## config.mk

```make
export PLATFORM = sky130hd
export DESIGN_NAME = so_uart_dev_flat
export DESIGN_NICKNAME = d
export VERILOG_FILES = /design/src/so_uart_pkg.sv /design/src/so_link_if.sv /design/src/so_uart_dev.sv /design/src/flat_wrapper.sv
export VERILOG_INCLUDE_DIRS = /design/src /design/src/src
export SDC_FILE = /design/constraint.sdc
export NUM_CORES = 1
export LEC_CHECK = 0
export BUFFER_PORTS_ARGS = -buffer_cell sky130_fd_sc_hd__buf_4
export CORE_MARGIN = 4
export CORE_UTILIZATION = 55
export CTS_CLUSTER_DIAMETER = 120
export DETAILED_ROUTE_END_ITERATION = 10
export GPL_TIMING_DRIVEN = 0
export PLACE_DENSITY = 0.76
export SLEW_MARGIN = 20
export SYNTH_ARGS = -nofsm -noshare
export SYNTH_HDL_FRONTEND = slang
export SYNTH_SLANG_ARGS = --single-unit
```

## constraint.sdc

```tcl
create_clock -name pclk -period 2.2 [get_ports pclk]
set_input_delay 0.44 -clock pclk [delete_from_list [all_inputs] [get_ports pclk]]
set_output_delay 0.44 -clock pclk [all_outputs]
set_load 0.005 [all_outputs]
```

## src/so_uart_params.svh

```systemverilog
// Timing constants, register offsets and bit positions for the single octet line link.
// Assumes a 125 MHz pclk and the fast line rate of 230.4 kBd.
`ifndef SO_UART_PARAMS_SVH
`define SO_UART_PARAMS_SVH
`define CLK_HZ      125000000
`define BAUD        230400
`define BIT_CYC     (`CLK_HZ / `BAUD)
`define SUB_CYC     (`BIT_CYC / 16)
`define SAMPLE_PH   4'h7
`define LAST_PH     4'hf
`define N_STOP      4'ha
`define N_GUARD     4'hb
`define GAP_TICKS   8'h40
`define REG_CTRL    8'h00
`define REG_STATUS  8'h04
`define REG_TXDATA  8'h08
`define REG_RXDATA  8'h0c
`define REG_CMD     8'h10
`define C_SGL       0
`define C_SIO       1
`define C_HS        2
`define C_LS        3
`define C_TRNS      4
`define C_SS        5
`define C_MOSI      6
`define CMD_END     0
`endif

```

## src/so_uart_pkg.sv

```systemverilog
// Types used by the transceiver end and the link checker of the single octet line link.
// Assumes nothing beyond the parameter header.
package so_uart_pkg;
	typedef enum logic [2:0]
	{
		ST_LISTEN     = 3'b000,
		ST_RX_WAIT    = 3'b001,
		ST_RX_INTERIM = 3'b010,
		ST_TX_WAIT    = 3'b011,
		ST_TX_EMPTY   = 3'b100,
		ST_TX_FULL    = 3'b101,
		ST_TX_TERM    = 3'b110
	} uart_state_t;
endpackage

```

## src/so_link_if.sv

```systemverilog
// Interface joining the host controller to the transceiver's control port.
// Assumes both ends run on the same pclk.
`timescale 1ns/100ps
`default_nettype none
interface so_link_if;
	logic       sgl;
	logic       sio;
	logic       hs;
	logic       ls;
	logic       trns;
	logic       ss;
	logic       mosi;
	logic [7:0] fb_wdata;
	logic       fb_wr;
	logic       fb_rd;
	logic       link_end;
	logic [7:0] fb_rdata;
	logic       dat;
	logic       chk;
	logic       ssc;
	logic       sot;
	logic       miso;
	logic [2:0] state;
	modport dev (input sgl, sio, hs, ls, trns, ss, mosi, fb_wdata, fb_wr, fb_rd, link_end,
		output fb_rdata, dat, chk, ssc, sot, miso, state);
	modport host (output sgl, sio, hs, ls, trns, ss, mosi, fb_wdata, fb_wr, fb_rd, link_end,
		input fb_rdata, dat, chk, ssc, sot, miso, state);
endinterface
`default_nettype wire

```

## src/so_uart_dev.sv

```systemverilog
// Transceiver end: single octet line UART, transparent path and short handling.
// Assumes the host end drives the control port on the same pclk; line pins are asynchronous.
`timescale 1ns/100ps
`default_nettype none
`include "so_uart_params.svh"
module so_uart_dev
#(
	parameter int RETRY_CYC   = 1250000,
	parameter int SHORT_CYC   = 2500,
	parameter int RESTART_CYC = 2500000
)
(
	// Clock and reset.
	input  wire logic pclk,
	input  wire logic presetn,
	// Control port toward the host.
	so_link_if.dev    lnk,
	// Line pin and fault sensors.
	input  wire logic line_in,
	output logic      line_out,
	output logic      line_oe_n,
	input  wire logic short_in,
	input  wire logic ot_in
);
	// ======================================================================
	// Input synchronisers
	// ======================================================================
	logic [2:0] raw;
	logic [2:0] s1_q;
	logic [2:0] s2_q;
	assign raw = {ot_in, short_in, line_in};
	// Each asynchronous input passes two flops before any logic sees it.
	genvar gi;
	generate
		for (gi = 0; gi < 3; gi++)
		begin : g_sync
			always_ff @(posedge pclk or negedge presetn)
			begin
				if (!presetn)
				begin
					s1_q[gi] <= 1'b0;
					s2_q[gi] <= 1'b0;
				end
				else
				begin
					s1_q[gi] <= raw[gi];
					s2_q[gi] <= s1_q[gi];
				end
			end
		end
	endgenerate

	// ======================================================================
	// Sub-bit tick and glitch filter
	// ======================================================================
	logic [5:0] sub_q;
	logic       tick;
	logic [5:0] flt_cnt_q;
	logic       filt_q;
	logic       rx_bit;
	assign tick   = (sub_q == 6'(`SUB_CYC - 1));
	assign rx_bit = ~filt_q; // A high line is a logic zero.
	// The filter delays every edge by the same sixteenth of a bit, so pulse widths survive.
	always_ff @(posedge pclk or negedge presetn)
	begin
		if (!presetn)
		begin
			sub_q     <= 6'h00;
			flt_cnt_q <= 6'h00;
			filt_q    <= 1'b0;
		end
		else
		begin
			sub_q <= tick ? 6'h00 : sub_q + 6'h01;
			if (s2_q[0] == filt_q)
				flt_cnt_q <= 6'h00;
			else if (flt_cnt_q == 6'(`SUB_CYC - 1))
			begin
				filt_q    <= s2_q[0];
				flt_cnt_q <= 6'h00;
			end
			else
				flt_cnt_q <= flt_cnt_q + 6'h01;
		end
	end

	// ======================================================================
	// Mode decode
	// ======================================================================
	so_uart_pkg::uart_state_t st_q;
	so_uart_pkg::uart_state_t st_d;
	logic fsm_on;
	logic sw_listen;
	logic rx_state;
	assign fsm_on    = lnk.sgl & ~lnk.trns;
	assign sw_listen = lnk.sio & ~lnk.hs & ~lnk.ls;
	assign rx_state  = (st_q == so_uart_pkg::ST_LISTEN) | (st_q == so_uart_pkg::ST_RX_WAIT) |
		(st_q == so_uart_pkg::ST_RX_INTERIM);

	// ======================================================================
	// Receiver
	// ======================================================================
	logic       rx_act_q;
	logic [3:0] rx_ph_q;
	logic [3:0] rx_n_q;
	logic [9:0] rx_sh_q;
	logic       rx_done_q;
	logic [7:0] gap_q;
	logic       gap_arm_q;
	logic       rx_smp;
	logic       rx_err;
	logic       rx_rep;
	logic       to_ev;
	assign rx_smp = rx_act_q & tick & (rx_ph_q == `SAMPLE_PH);
	assign rx_err = (^rx_sh_q[8:0]) | ~rx_sh_q[9]; // Even parity and stop bit.
	assign rx_rep = rx_done_q & fsm_on & rx_state & ~(sw_listen & rx_err);
	assign to_ev  = gap_arm_q & tick & (gap_q == `GAP_TICKS - 8'h01);
	// Frames are sampled mid-bit; the receiver runs in every receive state.
	always_ff @(posedge pclk or negedge presetn)
	begin
		if (!presetn)
		begin
			rx_act_q  <= 1'b0;
			rx_ph_q   <= 4'h0;
			rx_n_q    <= 4'h0;
			rx_sh_q   <= 10'h000;
			rx_done_q <= 1'b0;
		end
		else
		begin
			rx_done_q <= 1'b0;
			if (!fsm_on)
				rx_act_q <= 1'b0;
			else if (!rx_act_q)
			begin
				if (!rx_bit)
				begin
					rx_act_q <= 1'b1;
					rx_ph_q  <= 4'h0;
					rx_n_q   <= 4'h0;
				end
			end
			else if (tick)
			begin
				rx_ph_q <= rx_ph_q + 4'h1;
				if (rx_smp)
				begin
					rx_n_q <= rx_n_q + 4'h1;
					if (rx_n_q == 4'h0)
						rx_act_q <= ~rx_bit;
					else
						rx_sh_q <= {rx_bit, rx_sh_q[9:1]};
					if (rx_n_q == `N_STOP)
					begin
						rx_act_q  <= 1'b0;
						rx_done_q <= 1'b1;
					end
				end
			end
		end
	end
	// A gap longer than four bits after an octet counts as a time-out.
	always_ff @(posedge pclk or negedge presetn)
	begin
		if (!presetn)
		begin
			gap_q     <= 8'h00;
			gap_arm_q <= 1'b0;
		end
		else
		begin
			if (rx_rep)
				gap_arm_q <= 1'b1;
			else if (rx_act_q | to_ev | ~rx_state | ~fsm_on)
				gap_arm_q <= 1'b0;
			if (!gap_arm_q | rx_act_q)
				gap_q <= 8'h00;
			else if (tick)
				gap_q <= gap_q + 8'h01;
		end
	end

	// ======================================================================
	// Transmitter
	// ======================================================================
	logic       tx_act_q;
	logic [3:0] tx_ph_q;
	logic [3:0] tx_n_q;
	logic [9:0] tx_sh_q;
	logic       tx_done;
	logic       tx_load;
	logic [7:0] tx_src;
	logic [7:0] buf_q;
	logic       in_rx_wait;
	assign in_rx_wait = (st_q == so_uart_pkg::ST_RX_WAIT) | (st_q == so_uart_pkg::ST_RX_INTERIM);
	assign tx_done = tx_act_q & tick & (tx_ph_q == `LAST_PH) & (tx_n_q == `N_GUARD);
	assign tx_load = fsm_on & ((lnk.fb_wr & (in_rx_wait | (st_q == so_uart_pkg::ST_TX_WAIT))) |
		(tx_done & (st_q == so_uart_pkg::ST_TX_FULL)));
	assign tx_src  = (st_q == so_uart_pkg::ST_TX_FULL) ? buf_q : lnk.fb_wdata;
	// Shift order: start, eight data LSB first, parity, stop, then one idle guard bit.
	always_ff @(posedge pclk or negedge presetn)
	begin
		if (!presetn)
		begin
			tx_act_q <= 1'b0;
			tx_ph_q  <= 4'h0;
			tx_n_q   <= 4'h0;
			tx_sh_q  <= 10'h3ff;
		end
		else if (!fsm_on)
			tx_act_q <= 1'b0;
		else if (tx_load)
		begin
			tx_act_q <= 1'b1;
			tx_ph_q  <= 4'h0;
			tx_n_q   <= 4'h0;
			tx_sh_q  <= {1'b1, ^tx_src, tx_src};
		end
		else if (tx_act_q & tick)
		begin
			tx_ph_q <= tx_ph_q + 4'h1;
			if (tx_ph_q == `LAST_PH)
			begin
				tx_n_q <= tx_n_q + 4'h1;
				if (tx_n_q != 4'h0)
					tx_sh_q <= {1'b1, tx_sh_q[9:1]};
				if (tx_n_q == `N_GUARD)
					tx_act_q <= 1'b0;
			end
		end
	end

	// ======================================================================
	// Single octet state machine
	// ======================================================================
	always_comb
	begin
		st_d = st_q;
		case (st_q)
			so_uart_pkg::ST_LISTEN:
				if (rx_rep)
					st_d = so_uart_pkg::ST_RX_WAIT;
			so_uart_pkg::ST_RX_WAIT, so_uart_pkg::ST_RX_INTERIM:
				if (lnk.fb_wr)
					st_d = so_uart_pkg::ST_TX_EMPTY;
				else if (rx_rep)
					st_d = so_uart_pkg::ST_RX_WAIT;
				else if (lnk.link_end)
					st_d = so_uart_pkg::ST_LISTEN;
				else if (lnk.fb_rd)
					st_d = so_uart_pkg::ST_RX_INTERIM;
			so_uart_pkg::ST_TX_WAIT:
				if (lnk.fb_wr)
					st_d = so_uart_pkg::ST_TX_EMPTY;
				else if (lnk.link_end)
					st_d = so_uart_pkg::ST_LISTEN;
			so_uart_pkg::ST_TX_EMPTY:
				if (lnk.fb_wr)
					st_d = so_uart_pkg::ST_TX_FULL;
				else if (lnk.link_end)
					st_d = so_uart_pkg::ST_TX_TERM;
				else if (tx_done)
					st_d = so_uart_pkg::ST_TX_WAIT;
			so_uart_pkg::ST_TX_FULL:
				if (tx_done)
					st_d = so_uart_pkg::ST_TX_EMPTY;
			so_uart_pkg::ST_TX_TERM:
				if (tx_done)
					st_d = so_uart_pkg::ST_LISTEN;
			default:
				st_d = so_uart_pkg::ST_LISTEN;
		endcase
		if (!fsm_on)
			st_d = so_uart_pkg::ST_LISTEN;
	end

	// ======================================================================
	// Flags and frame buffer
	// ======================================================================
	logic dat_set;
	logic chk_set;
	logic flag_clr;
	logic underrun;
	assign underrun = tx_done & (st_q == so_uart_pkg::ST_TX_EMPTY) & ~lnk.fb_wr & ~lnk.link_end;
	// A new empty buffer requests the next octet at once, even mid-frame.
	assign dat_set  = rx_rep | to_ev | ((st_d != st_q) & ((st_d == so_uart_pkg::ST_TX_EMPTY) |
		(st_d == so_uart_pkg::ST_TX_WAIT)));
	assign chk_set  = (rx_rep & (rx_err | (st_q == so_uart_pkg::ST_RX_WAIT))) |
		(to_ev & ~lnk.fb_wr) | underrun;
	assign flag_clr = lnk.fb_wr | lnk.link_end | ~fsm_on;
	// Set wins over clear so an event in the clearing cycle is kept.
	always_ff @(posedge pclk or negedge presetn)
	begin
		if (!presetn)
		begin
			st_q          <= so_uart_pkg::ST_LISTEN;
			lnk.dat       <= 1'b0;
			lnk.chk       <= 1'b0;
			lnk.fb_rdata  <= 8'h00;
			buf_q         <= 8'h00;
		end
		else
		begin
			st_q <= st_d;
			if (dat_set & fsm_on)
				lnk.dat <= 1'b1;
			else if (flag_clr)
				lnk.dat <= 1'b0;
			if (chk_set & fsm_on)
				lnk.chk <= 1'b1;
			else if (flag_clr)
				lnk.chk <= 1'b0;
			if (rx_rep)
				lnk.fb_rdata <= rx_sh_q[7:0];
			if (lnk.fb_wr & (st_q == so_uart_pkg::ST_TX_EMPTY))
				buf_q <= lnk.fb_wdata;
		end
	end
	assign lnk.state = st_q;

	// ======================================================================
	// Output drive, transparent path and short handling
	// ======================================================================
	logic        mosi_lat_q;
	logic        mosi_eff;
	logic        want_lvl;
	logic        want_drv;
	logic        tx_lvl;
	logic [23:0] sc_cnt_q;
	logic [23:0] rs_cnt_q;
	logic        off_q;
	logic [23:0] sc_lim;
	logic        tr_listen;
	assign mosi_eff  = lnk.ss ? lnk.mosi : mosi_lat_q;
	assign tx_lvl    = (tx_n_q == 4'h0) ? 1'b1 : ((tx_n_q == `N_GUARD) ? 1'b0 : ~tx_sh_q[0]);
	assign tr_listen = ~lnk.hs & ~lnk.ls;
	assign want_lvl  = lnk.trns ? ~mosi_eff : tx_lvl;
	// Unused link-mode codes leave the line undriven; faults drop octets silently.
	assign want_drv  = ~off_q & ~s2_q[2] & (lnk.trns ?
		((lnk.hs & lnk.ls) | (lnk.sio & ((lnk.hs & want_lvl) | (lnk.ls & ~want_lvl)))) :
		(tx_act_q & (tx_n_q != `N_GUARD)));
	assign sc_lim    = (lnk.trns & ~lnk.sio) ? 24'(SHORT_CYC) : 24'(RETRY_CYC);
	always_ff @(posedge pclk or negedge presetn)
	begin
		if (!presetn)
		begin
			mosi_lat_q <= 1'b1;
			line_out   <= 1'b0;
			line_oe_n  <= 1'b1;
			lnk.miso   <= 1'b0;
			lnk.sot    <= 1'b0;
		end
		else
		begin
			if (lnk.ss)
				mosi_lat_q <= lnk.mosi;
			line_out  <= want_lvl;
			line_oe_n <= ~want_drv;
			lnk.miso  <= lnk.ss & lnk.trns & ~filt_q;
			lnk.sot   <= s2_q[2];
		end
	end
	// A short must persist for the mode's detect time before it is reported.
	always_ff @(posedge pclk or negedge presetn)
	begin
		if (!presetn)
		begin
			sc_cnt_q <= 24'h00_0000;
			rs_cnt_q <= 24'h00_0000;
			off_q    <= 1'b0;
			lnk.ssc  <= 1'b0;
		end
		else if (lnk.trns & tr_listen)
		begin
			sc_cnt_q <= 24'h00_0000;
			rs_cnt_q <= 24'h00_0000;
			off_q    <= 1'b0;
			lnk.ssc  <= 1'b0;
		end
		else if (off_q)
		begin
			rs_cnt_q <= rs_cnt_q + 24'h00_0001;
			if (rs_cnt_q == 24'(RESTART_CYC - 1))
			begin
				off_q    <= 1'b0;
				rs_cnt_q <= 24'h00_0000;
			end
		end
		else if (s2_q[1] & ~line_oe_n)
		begin
			sc_cnt_q <= sc_cnt_q + 24'h00_0001;
			if (sc_cnt_q == sc_lim - 24'h00_0001)
			begin
				lnk.ssc  <= 1'b1;
				off_q    <= 1'b1;
				sc_cnt_q <= 24'h00_0000;
			end
		end
		else if (!s2_q[1])
		begin
			sc_cnt_q <= 24'h00_0000;
			lnk.ssc  <= 1'b0;
		end
	end
endmodule
`default_nettype wire

```

## src/flat_wrapper.sv

```systemverilog
// flat-port wrapper written by rule: the top's interface ports become plain ports
module so_uart_dev_flat 
#(
	parameter int RETRY_CYC   = 1250000,
	parameter int SHORT_CYC   = 2500,
	parameter int RESTART_CYC = 2500000
)
  (pclk, presetn, line_in, line_out, line_oe_n, short_in, ot_in, lnk_sgl, lnk_sio, lnk_hs, lnk_ls, lnk_trns, lnk_ss, lnk_mosi, lnk_fb_wdata, lnk_fb_wr, lnk_fb_rd, lnk_link_end, lnk_fb_rdata, lnk_dat, lnk_chk, lnk_ssc, lnk_sot, lnk_miso, lnk_state);
  so_link_if lnk_i ();
  input  wire logic pclk;
  input  wire logic presetn;
  input  wire logic line_in;
  output logic line_out;
  output logic line_oe_n;
  input  wire logic short_in;
  input  wire logic ot_in;
  input wire logic [$bits(lnk_i.sgl)-1:0] lnk_sgl;
  input wire logic [$bits(lnk_i.sio)-1:0] lnk_sio;
  input wire logic [$bits(lnk_i.hs)-1:0] lnk_hs;
  input wire logic [$bits(lnk_i.ls)-1:0] lnk_ls;
  input wire logic [$bits(lnk_i.trns)-1:0] lnk_trns;
  input wire logic [$bits(lnk_i.ss)-1:0] lnk_ss;
  input wire logic [$bits(lnk_i.mosi)-1:0] lnk_mosi;
  input wire logic [$bits(lnk_i.fb_wdata)-1:0] lnk_fb_wdata;
  input wire logic [$bits(lnk_i.fb_wr)-1:0] lnk_fb_wr;
  input wire logic [$bits(lnk_i.fb_rd)-1:0] lnk_fb_rd;
  input wire logic [$bits(lnk_i.link_end)-1:0] lnk_link_end;
  output wire logic [$bits(lnk_i.fb_rdata)-1:0] lnk_fb_rdata;
  output wire logic [$bits(lnk_i.dat)-1:0] lnk_dat;
  output wire logic [$bits(lnk_i.chk)-1:0] lnk_chk;
  output wire logic [$bits(lnk_i.ssc)-1:0] lnk_ssc;
  output wire logic [$bits(lnk_i.sot)-1:0] lnk_sot;
  output wire logic [$bits(lnk_i.miso)-1:0] lnk_miso;
  output wire logic [$bits(lnk_i.state)-1:0] lnk_state;
  assign lnk_i.sgl = lnk_sgl;
  assign lnk_i.sio = lnk_sio;
  assign lnk_i.hs = lnk_hs;
  assign lnk_i.ls = lnk_ls;
  assign lnk_i.trns = lnk_trns;
  assign lnk_i.ss = lnk_ss;
  assign lnk_i.mosi = lnk_mosi;
  assign lnk_i.fb_wdata = lnk_fb_wdata;
  assign lnk_i.fb_wr = lnk_fb_wr;
  assign lnk_i.fb_rd = lnk_fb_rd;
  assign lnk_i.link_end = lnk_link_end;
  assign lnk_fb_rdata = lnk_i.fb_rdata;
  assign lnk_dat = lnk_i.dat;
  assign lnk_chk = lnk_i.chk;
  assign lnk_ssc = lnk_i.ssc;
  assign lnk_sot = lnk_i.sot;
  assign lnk_miso = lnk_i.miso;
  assign lnk_state = lnk_i.state;
  so_uart_dev #(.RETRY_CYC(RETRY_CYC), .SHORT_CYC(SHORT_CYC), .RESTART_CYC(RESTART_CYC)) u_core (.pclk(pclk), .presetn(presetn), .lnk(lnk_i), .line_in(line_in), .line_out(line_out), .line_oe_n(line_oe_n), .short_in(short_in), .ot_in(ot_in));
endmodule
```

-- After elaboration in Yosys (flattened, before gate mapping)
Index checks and enable logic that the tools add are counted.
- add/sub/neg operators: 10
- reductions and logical operators: 27
- shift-type cells: 0
- div/mod/pow operators: 0
- equal/unequal tests: 28
- $mul: 0
- muxes and demuxes: 81
- magnitude comparators: 0
- bitwise gates (word level): 79
- operators by type and width (kind ; number):
    $mux W24 ; 8
    $add A24 B1 Y24 const B ; 2
    $mux W4 ; 11
    $mux W10 ; 4
    $and A1 B1 Y1 ; 39
    $mux W3 ; 13
    $mux W1 ; 37
    $eq A24 B22 Y1 const B ; 1
    $eq A24 B24 Y1 ; 1
    $mux W8 ; 3
    $sub A24 B1 Y24 const B ; 1
    $mux W21 ; 1
    $not A1 Y1 ; 20
    $or A1 B1 Y1 ; 20
    $mux W6 ; 3
    $pmux W3 S6 ; 1
    $reduce_bool A2 Y1 ; 9
    $add A4 B1 Y4 const B ; 4
    $add A6 B1 Y6 const B ; 2
    $eq A3 B3 Y1 const B ; 4
    $eq A4 B4 Y1 const B ; 3
    $eq A6 B6 Y1 const B ; 2
    $ne A3 B3 Y1 const B ; 4
    $reduce_and A3 Y1 ; 4
    21 further kinds ; 28
- ROM bits: 0
- memories: 0
- bits in latches: 0
- flip-flop bits (word level): 143
- bits in writable memories: 0
- input port bits: 23
- word-level logic and storage cells: 259

-- Depth between registers and ports, before layout
Gate-level depths: netlist of run 1.
- depth after elaboration: 16
- depth in mapped cells: 9

-- Least setup slack after synthesis of run 1
Ideal clock, no wire load.
- path type: register to register
- from: reg u_core.sub_q[4]
- to: reg u_core.rx_sh_q[1]
- arrival time: 2.009 ns
- data required time: 2.075 ns
- library setup time: 0.125 ns
- cell stages (with the launch flop): 8
- path buffers: 2
- path slack: 0.066 ns
- cells stage by stage: dfrtp_1 nor4b_4 nand3_2 or3_1 clkbuf_2 nor2_1 buf_4 mux2_2
- longest elaborated chain between the ends: 4
- ends and longest elaborated chain (item ; RTL line ; source):
    start, declared ; so_uart_dev.sv:56 ; logic [5:0] sub_q;
    start signal, assigned ; so_uart_dev.sv:74 ; sub_q <= tick ? 6'h00 : sub_q + 6'h01;
    $eq A6 B6 Y1 * ; so_uart_dev.sv:61 ; assign tick = (sub_q == 6'(`SUB_CYC - 1));
    $and A1 B1 Y1 (2 in series) ; so_uart_dev.sv:114 ; assign rx_smp = rx_act_q & tick & (rx_ph_q == `SAMPLE_PH);
    $reduce_and A5 Y1 (no line) * ; - ;
    end signal, assigned ; so_uart_dev.sv:152 ; rx_sh_q <= {rx_bit, rx_sh_q[9:1]};
    end, declared ; so_uart_dev.sv:106 ; logic [9:0] rx_sh_q;
Every way passes the cells marked *; elsewhere a longest branch is shown, timed or not.
A chain may end at the register's enable or synchronous reset.

-- Final worst setup path of run 1
- from: reg u_core.tx_n_q[0]
- to: reg u_core.lnk.dat
- longest elaborated chain between the ends: 13
- elaborated cells between the ends (all ways): 18
- classes of those cells: 4 x eq/ne; 8 x mux; 5 x bitwise; 1 x reduce/logical
- ends and longest elaborated chain (item ; RTL line ; source):
    start, declared ; so_uart_dev.sv:188 ; logic [3:0] tx_n_q;
    start signal, assigned ; so_uart_dev.sv:224 ; tx_n_q <= tx_n_q + 4'h1;
    $eq A4 B4 Y1 (no line) * ; - ;
    $and A1 B1 Y1 * ; so_uart_dev.sv:196 ; assign tx_done = tx_act_q & tick & (tx_ph_q == `LAST_PH) & (tx_n_q == `N_GUARD);
    $mux W3 ; so_uart_dev.sv:262 ; else if (tx_done)
    $mux W3 ; so_uart_dev.sv:260 ; else if (lnk.link_end)
    $mux W3 ; so_uart_dev.sv:258 ; if (lnk.fb_wr)
    $pmux W3 S6 * ; so_uart_dev.sv:239 ; case (st_q)
    $mux W3 * ; so_uart_dev.sv:273 ; if (!fsm_on)
    $eq A3 B3 Y1 or $eq A3 B2 Y1 (tied branches) ; so_uart_dev.sv:286, so_uart_dev.sv:287 ;
    $or A1 B1 Y1 ; so_uart_dev.sv:286 ; assign dat_set = rx_rep | to_ev | ((st_d != st_q) & ((st_d == so_uart_pkg::ST_TX_EMPTY) |
    $and A1 B1 Y1 * ; so_uart_dev.sv:286 ;
    $or A1 B1 Y1 * ; so_uart_dev.sv:286 ;
    $and A1 B1 Y1 * ; so_uart_dev.sv:305 ; if (dat_set & fsm_on)
    $mux W1 or $reduce_bool A2 Y1 (tied branches) ; - ;
    end signal, assigned ; so_uart_dev.sv:297 ; lnk.dat <= 1'b0;
    end signal, assigned ; so_uart_dev.sv:306 ; lnk.dat <= 1'b1;
    end signal, assigned ; so_uart_dev.sv:308 ; lnk.dat <= 1'b0;
    end, declared ; so_link_if.sv:25 ; output fb_rdata, dat, chk, ssc, sot, miso, state);
Marked as above.

==> results of run 1 <==
-- sequential cells by signal, indices dropped and copies added, names as in the netlist, 6 cells and up --
name	flops
u_core.gap_q	8
u_core.lnk.fb_rdata	8
u_core.sc_cnt_q	24
u_core.tx_sh_q	9
u_core.rx_sh_q	10
u_core.sub_q	6
u_core.flt_cnt_q	6
u_core.buf_q	8
u_core.rs_cnt_q	24
-- kinds of logic after synthesis --
| kind of cell | share of synthesized area |
|---|---|
| DFF | 0.496 |
| adders and majority gates | 0.0243 |
| AOI/OAI and AO/OA | 0.108 |
| and+or+nand+nor | 0.184 |
| buffers and inverters | 0.0271 |
| xor gates and xnor gates | 0.0732 |
| muxes | 0.0873 |
-- report_power, final --
part | switching, mW | internal (mW)
Clock | 1.13 | 1.78
Sequential | 0.0144 | 2.64
Combinational | 0.140 | 0.0957
-- repair_timing --
item | 4_1_cts | 5_1_grt
buffers inserted | 10 | 11
gates cloned | 1 | 1
resized for setup | 20 | 46
hold endpoints to repair | 47 | 0
pin swaps | 7 | 13
hold buffers | 1 | 0
endpoints found under the setup margin | 76 | 83
-- routing by layer --
| layer | wire length, um | up-vias | GRT usage |
|---|---|---|---|
| met5 | 0 | - | 0 |
| met4 | 313 | 0 | 0.0882 |
| met3 | 753 | 37 | 0.0498 |
| met2 | 7780 | 142 | 0.361 |
| met1 | 7010 | 2744 | 0.289 |
| li1 | - | 2630 | - |
-- worst paths after layout --
| kind | slack (ps) | depth (start not counted) | start | to |
|---|---|---|---|---|
| max in group asynchronous | 870 | 3 | presetn | u_core.tx_sh_q[2] |
| min reg2reg | 360 | 0 | u_core.s1_q[0] | u_core.s2_q[0] |
| min | 120 | 1 | line_in | u_core.s1_q[0] |
| max reg2reg | 50 | 8 | u_core.tx_n_q[0] | u_core.lnk.dat |
| min in group asynchronous | 530 | 2 | presetn | u_core.rs_cnt_q[20] |
| max | 50 | 8 | u_core.tx_n_q[0] | u_core.lnk.dat |
-- synth_stat cells, drive strengths merged, types with 4 or more instances --
cell / n
and4: 6
nand4: 16
xor2: 27
nand2b: 10
inv: 16
a21o: 4
and2: 10
ha: 14
nor2b: 8
a31oi: 10
a22o: 11
nand2: 50
nor3b: 4
nand3b: 5
nor4: 8
o21ai: 35
dfstp: 11
nor3: 9
o31ai: 10
and3: 10
mux2i: 29
buf: 15
o21a: 4
a21oi: 21
nand3: 22
dfrtp: 131
nor4b: 6
or3: 7
o2111ai: 4
clkbuf: 15
mux2: 30
nor2: 75
o211ai: 4
xnor2: 28
-- cell type report --
cell class	instances	area share
Buffer	27	0.0195
Clock buffer	18	0.0491
Clock inverter	14	0.0193
Inverter	16	0.00688
Multi-Input combinational cell	504	0.413
Sequential cell	142	0.409
Tap cell	172	0.0246
Timing Repair Buffer	63	0.0589
-- stage by stage --
step / hold WS, ps / std cells / utilization / setup WS (ps) / power, mW
CTS: 105 / 944 / 0.667 / 17.9 / 5.84
floorplan: 144 / 692 / - / 66.0 / 2.79
finish: 123 / 956 / 0.686 / 50.9 / 5.80
detailed placement: 349 / 903 / 0.608 / -370 / 2.92
global placement: 334 / 902 / 0.605 / -327 / 2.90
global route: 104 / 956 / 0.686 / -79.4 / 5.98
-- worst max-delay path, cell delays in order, from the launching register on --
cell and delay (ps):
dfrtp_1 420, ha_1 210, and3b_1 250, nand4_1 120, buf_4 180, or3_4 370
a21oi_2 140, a211oi_1 80, o32ai_1 290
==> metrics.md, run 1 <==
| Metric | Value |
|---|---|
| Status | `finished, final reports clean` |
| Sequential fraction of the synthesis area | `0.496` |
| Setup-failing EPs final | `0` |
| Storage element area | `3570 sq um` |
| Clock-pin slew on the worst setup and hold paths | `60 ps` |
| Crit. End Element | `flip-flop` |
| Post-Syn Instances | `692` |
| Port bufs | `38` |
| Initial DRC Count | `415` |
| Worst vdd ir | `0.506 mV` |
| Headroom to the max-slew limit | `0.643` |
| Via count | `5553` |
| Synth warn | `0` |
| First-pass GRT wire length | `26400 um` |
| Commonest non-fill, non-tap cell in the layout | `dfrtp_1` |
| DRT Pass-1 Iters | `5` |
| H-Tree Depth | `4` |
| Area leader, netlist | `dfrtp_1` |
| WP data required | `2520 ps` |
| Gr ovfl total | `0` |
| Design area | `8730 sq um` |
| Synth Register Bits | `142` |
| Startpoint Class | `flip-flop` |
| Root buf cell | `clkbuf_16` |
| Synth Flop Type | `dfrtp_1` |
| Clock buffer depth | `2` |
| DRC viols | `0` |
| RePlAce Congestion | `0.865` |
| Share of the synthesized area in the top cell type | `0.455` |
| Max-slew violations | `0` |
| FFs w/ async S/R, synth | `1.00` |
| Kind of critical path | `flip-flop to flip-flop` |
| Antenna Cells | `0` |
| Die area | `15000 sq um` |
| WP data arrival | `2470 ps` |
| Antenna-violating nets left | `0` |
| CTS tree | `built` |
| Vias in the first global route | `5648` |
| Avg WL per Cell | `16.6 um` |
| I/O Pins | `41` |
| Initial core utilization | `0.566` |
| Hold Crit Class | `input port to flip-flop` |
| Post-route clock period utilization | `0.977` |
| Fin. Hold Viols | `0` |
| Setup tns final | `0 ps` |
| Achievable Freq | `0.465 GHz` |
| Clock Skew | `6.39 ps` |
| Share of layout cells above drive strength 1 | `0.242` |
| Largest net degree at the start of global routing | `96` |
| Worst-path maximum fanout | `5` |
| Initial antenna violation count | `0` |
| Hpwl dp | `10600 um` |
| GRT Resource Usage Total | `0.221` |
| P&R area growth vs syn | `21.3%` |
| Syn Area/Cell | `10.4 sq um` |
| Die H | `122 um` |
| Cts bufs inserted | `17` |
| Power Dens Cells | `664 nW/um^2` |
| Number of cell rows | `41` |
| Syn_nets | `729` |
| Multi-input gate area | `3600 sq um` |
| Post-placement cell area | `7730 sq um` |
| Routed vias/inst | `5.81` |
| Slew @ Worst Pin | `533 ps` |
| Leak | `3.86 nW` |
| Synth area leaders | `dfrtp_1, mux2_2, mux2i_1` |
| Synth Cell Area | `7200 sq um` |
| RSZ-0062 raised after global routing | `yes` |
| Fill count | `955` |
| Worst-skew pair later-pin latency | `420 ps` |
| Cell variety after synth | `61` |
| MaxCap Viol Count | `0` |
| Nets@finish | `808` |
| Minimum clock period | `2150 ps` |
| Number of enable flip-flop cells after synthesis | `0` |
| Die width | `122 um` |
| Total wire length | `15800 um` |
| Most frequent cells in the layout | `dfrtp_1, nor2_1, buf_4` |
| Core area | `12700 sq um` |
| Clk sink count | `142` |
(Power assumes the default switching activity.)
==> inputs of run 2 (changes only) <==
--- a/config.mk
+++ b/config.mk
@@ -12,7 +12,7 @@
 export CTS_CLUSTER_DIAMETER = 120
 export DETAILED_ROUTE_END_ITERATION = 10
 export GPL_TIMING_DRIVEN = 0
-export PLACE_DENSITY = 0.76
+export PLACE_DENSITY = 0.73
 export SLEW_MARGIN = 20
 export SYNTH_ARGS = -nofsm -noshare
 export SYNTH_HDL_FRONTEND = slang
==> constraint.sdc (replaced) <==
create_clock -name pclk -period 2.37 [get_ports pclk]
set_input_delay 0.474 -clock pclk [delete_from_list [all_inputs] [get_ports pclk]]
set_output_delay 0.474 -clock pclk [all_outputs]
set_load 0.005 [all_outputs]
==> metrics.md, run 2 (same netlist as run 1, synthesis figures left out) <==
| Metric | Value |
|---|---|
| Share of layout cells above drive strength 1 | `0.208` |
| Port bufs | `38` |
| P&R area growth vs syn | `18.8%` |
| Root buf cell | `clkbuf_16` |
| Hold Buf Count CTS | `0` |
| Cts bufs inserted | `17` |
| Initial antenna violation count | `0` |
| Clock buffer depth | `2` |
| Setup tns final | `0 ps` |
| Fin. Hold Viols | `0` |
| Clk sink count | `142` |
| Met3 usage | `0.0548` |
| Kind of critical path | `flip-flop to flip-flop` |
| Antenna-violating nets left | `0` |
| Pwr Total | `5.70 mW` |
| Status | `finished, final reports clean` |
| Number of cell rows | `41` |
| DRC viols | `0` |
| Power Dens Cells | `667 nW/um^2` |
| Crit. End Element | `flip-flop` |
| Total wire length | `15800 um` |
| Slew @ Worst Pin | `659 ps` |
| First-pass GRT wire length | `26700 um` |
| Leak | `3.81 nW` |
| GRT Resource Usage Total | `0.226` |
| Critical R2R Launch | `u_core.sub_q[2]` |
| Hpwl dp | `10700 um` |
| RR Endpoint | `u_core.rx_n_q[2]` |
| Gr ovfl total | `0` |
| GR Layer Usage met1 | `0.320` |
| CTS tree | `built` |
| RSZ-0062 raised after global routing | `yes` |
| WP data required | `2680 ps` |
| Post-route clock period utilization | `0.966` |
| Startpoint Class | `flip-flop` |
| Core area | `12700 sq um` |
| Routed vias/inst | `5.85` |
| Clock-pin slew on the worst setup and hold paths | `60 ps` |
| Nets@finish | `795` |
| Max-slew violations | `0` |
| R2R cell count | `7` |
| H-Tree Depth | `4` |
| Minimum clock period | `2290 ps` |
| Vias in the first global route | `5506` |
| RePlAce Congestion | `0.866` |
| Die width | `122 um` |
| Via count | `5519` |
| Worst setup path endpoint | `u_core.rx_n_q[2]` |
| Largest regs | `u_core.rs_cnt_q: 24 flops, u_core.sc_cnt_q: 24 flops, u_core.rx_sh_q: 10 flops` |
| Initial core utilization | `0.566` |
| Worst-path maximum fanout | `8` |
| DRT Pass-1 Iters | `5` |
| Largest net degree at the start of global routing | `74` |
| WP data arrival | `2600 ps` |
| Hold Slack | `4.55 ps` |
| MaxCap Viol Count | `0` |
| I/O Pins | `41` |
| Die H | `122 um` |
| Commonest non-fill, non-tap cell in the layout | `dfrtp_1` |
| Achievable Freq | `0.437 GHz` |
| R2r setup slk | `80 ps` |
| Hold Crit Class | `input port to asynchronous set/reset pin` |
| Met2 global-route usage | `0.345` |
| CP startpoint | `u_core.sub_q[2]` |
| Headroom to the max-slew limit | `0.560` |
| Initial DRC Count | `370` |
| Setup-failing EPs final | `0` |
| Worst-skew pair later-pin latency | `420 ps` |
| Top Usage Layer GRT | `met2` |
| Die area | `15000 sq um` |
| Avg WL per Cell | `16.7 um` |
| Antenna Cells | `0` |
| Worst vdd ir | `0.487 mV` |
| Clock Skew | `6.04 ps` |
| Most frequent cells in the layout | `dfrtp_1, nor2_1, nand2_1` |
-- run 2: critical path: stages (launching register included) --
cell and delay [ps]:
dfrtp_2 440, nor4b_4 400, nand3_2 150, or3_1 350, clkbuf_2 190, nor2_1 130
mux2_2 340, a22o_1 180
-- run 2: worst min path at each step --
stage / startpoint / cells after the start / endpoint
4_1_cts: presetn / 1 / u_core.sc_cnt_q[15]
2_1_floorplan: presetn / 0 / u_core.buf_q[0]
3_5_place_dp: u_core.s1_q[2] / 0 / u_core.s2_q[2]
6_report: presetn / 1 / u_core.sc_cnt_q[19]
3_3_place_gp: u_core.s1_q[1] / 0 / u_core.s2_q[1]
5_1_grt: presetn / 1 / u_core.sc_cnt_q[14]
-- run 2: per-layer routing --
layer / up-vias / part of all wire
met5: - / 0
li1: 2597 / -
met1: 2741 / 0.47
met4: 0 / 0.015
met3: 24 / 0.053
met2: 157 / 0.47
-- run 2: area by class of cell --
cell class | count | area, sq um
multi-input combinational | 504 | 3490
buffer | 29 | 151
clock buffer | 21 | 460
clock inverter | 11 | 211
inverter | 16 | 60.1
tap | 172 | 215
fill | 1000 | 4170
sequential | 142 | 3570
timing repair buffer | 48 | 388
-- run 2: timing repair --
action | CTS | global route
endpoints found under the hold margin | 0 | 0
pin swaps | 2 | 5
gates resized for setup | 3 | 24
setup buffers | 2 | 7
setup endpoints to repair | 43 | 76
-- run 2: through the flow --
stage / area [sq um] / setup WS [ps] / cells / util
after floorplan: 7200 / 236 / 692 / -
after global placement: 7700 / -248 / 902 / 0.605
after detailed placement: 7730 / -274 / 903 / 0.608
after CTS: 8430 / 19.1 / 937 / 0.663
after global routing: 8550 / -69.9 / 943 / 0.672
final: 8550 / 80.6 / 943 / 0.672
-- run 2: report_power, final --
part | total [mW] | internal, mW | switching [mW] | leakage [nW]
Sequential | 2.46 | 2.45 | 0.0129 | 1.91
Combinational | 0.211 | 0.0829 | 0.128 | 1.57
Clock | 3.03 | 2.02 | 1.01 | 0.327
Total | 5.70 | 4.55 | 1.15 | 3.81
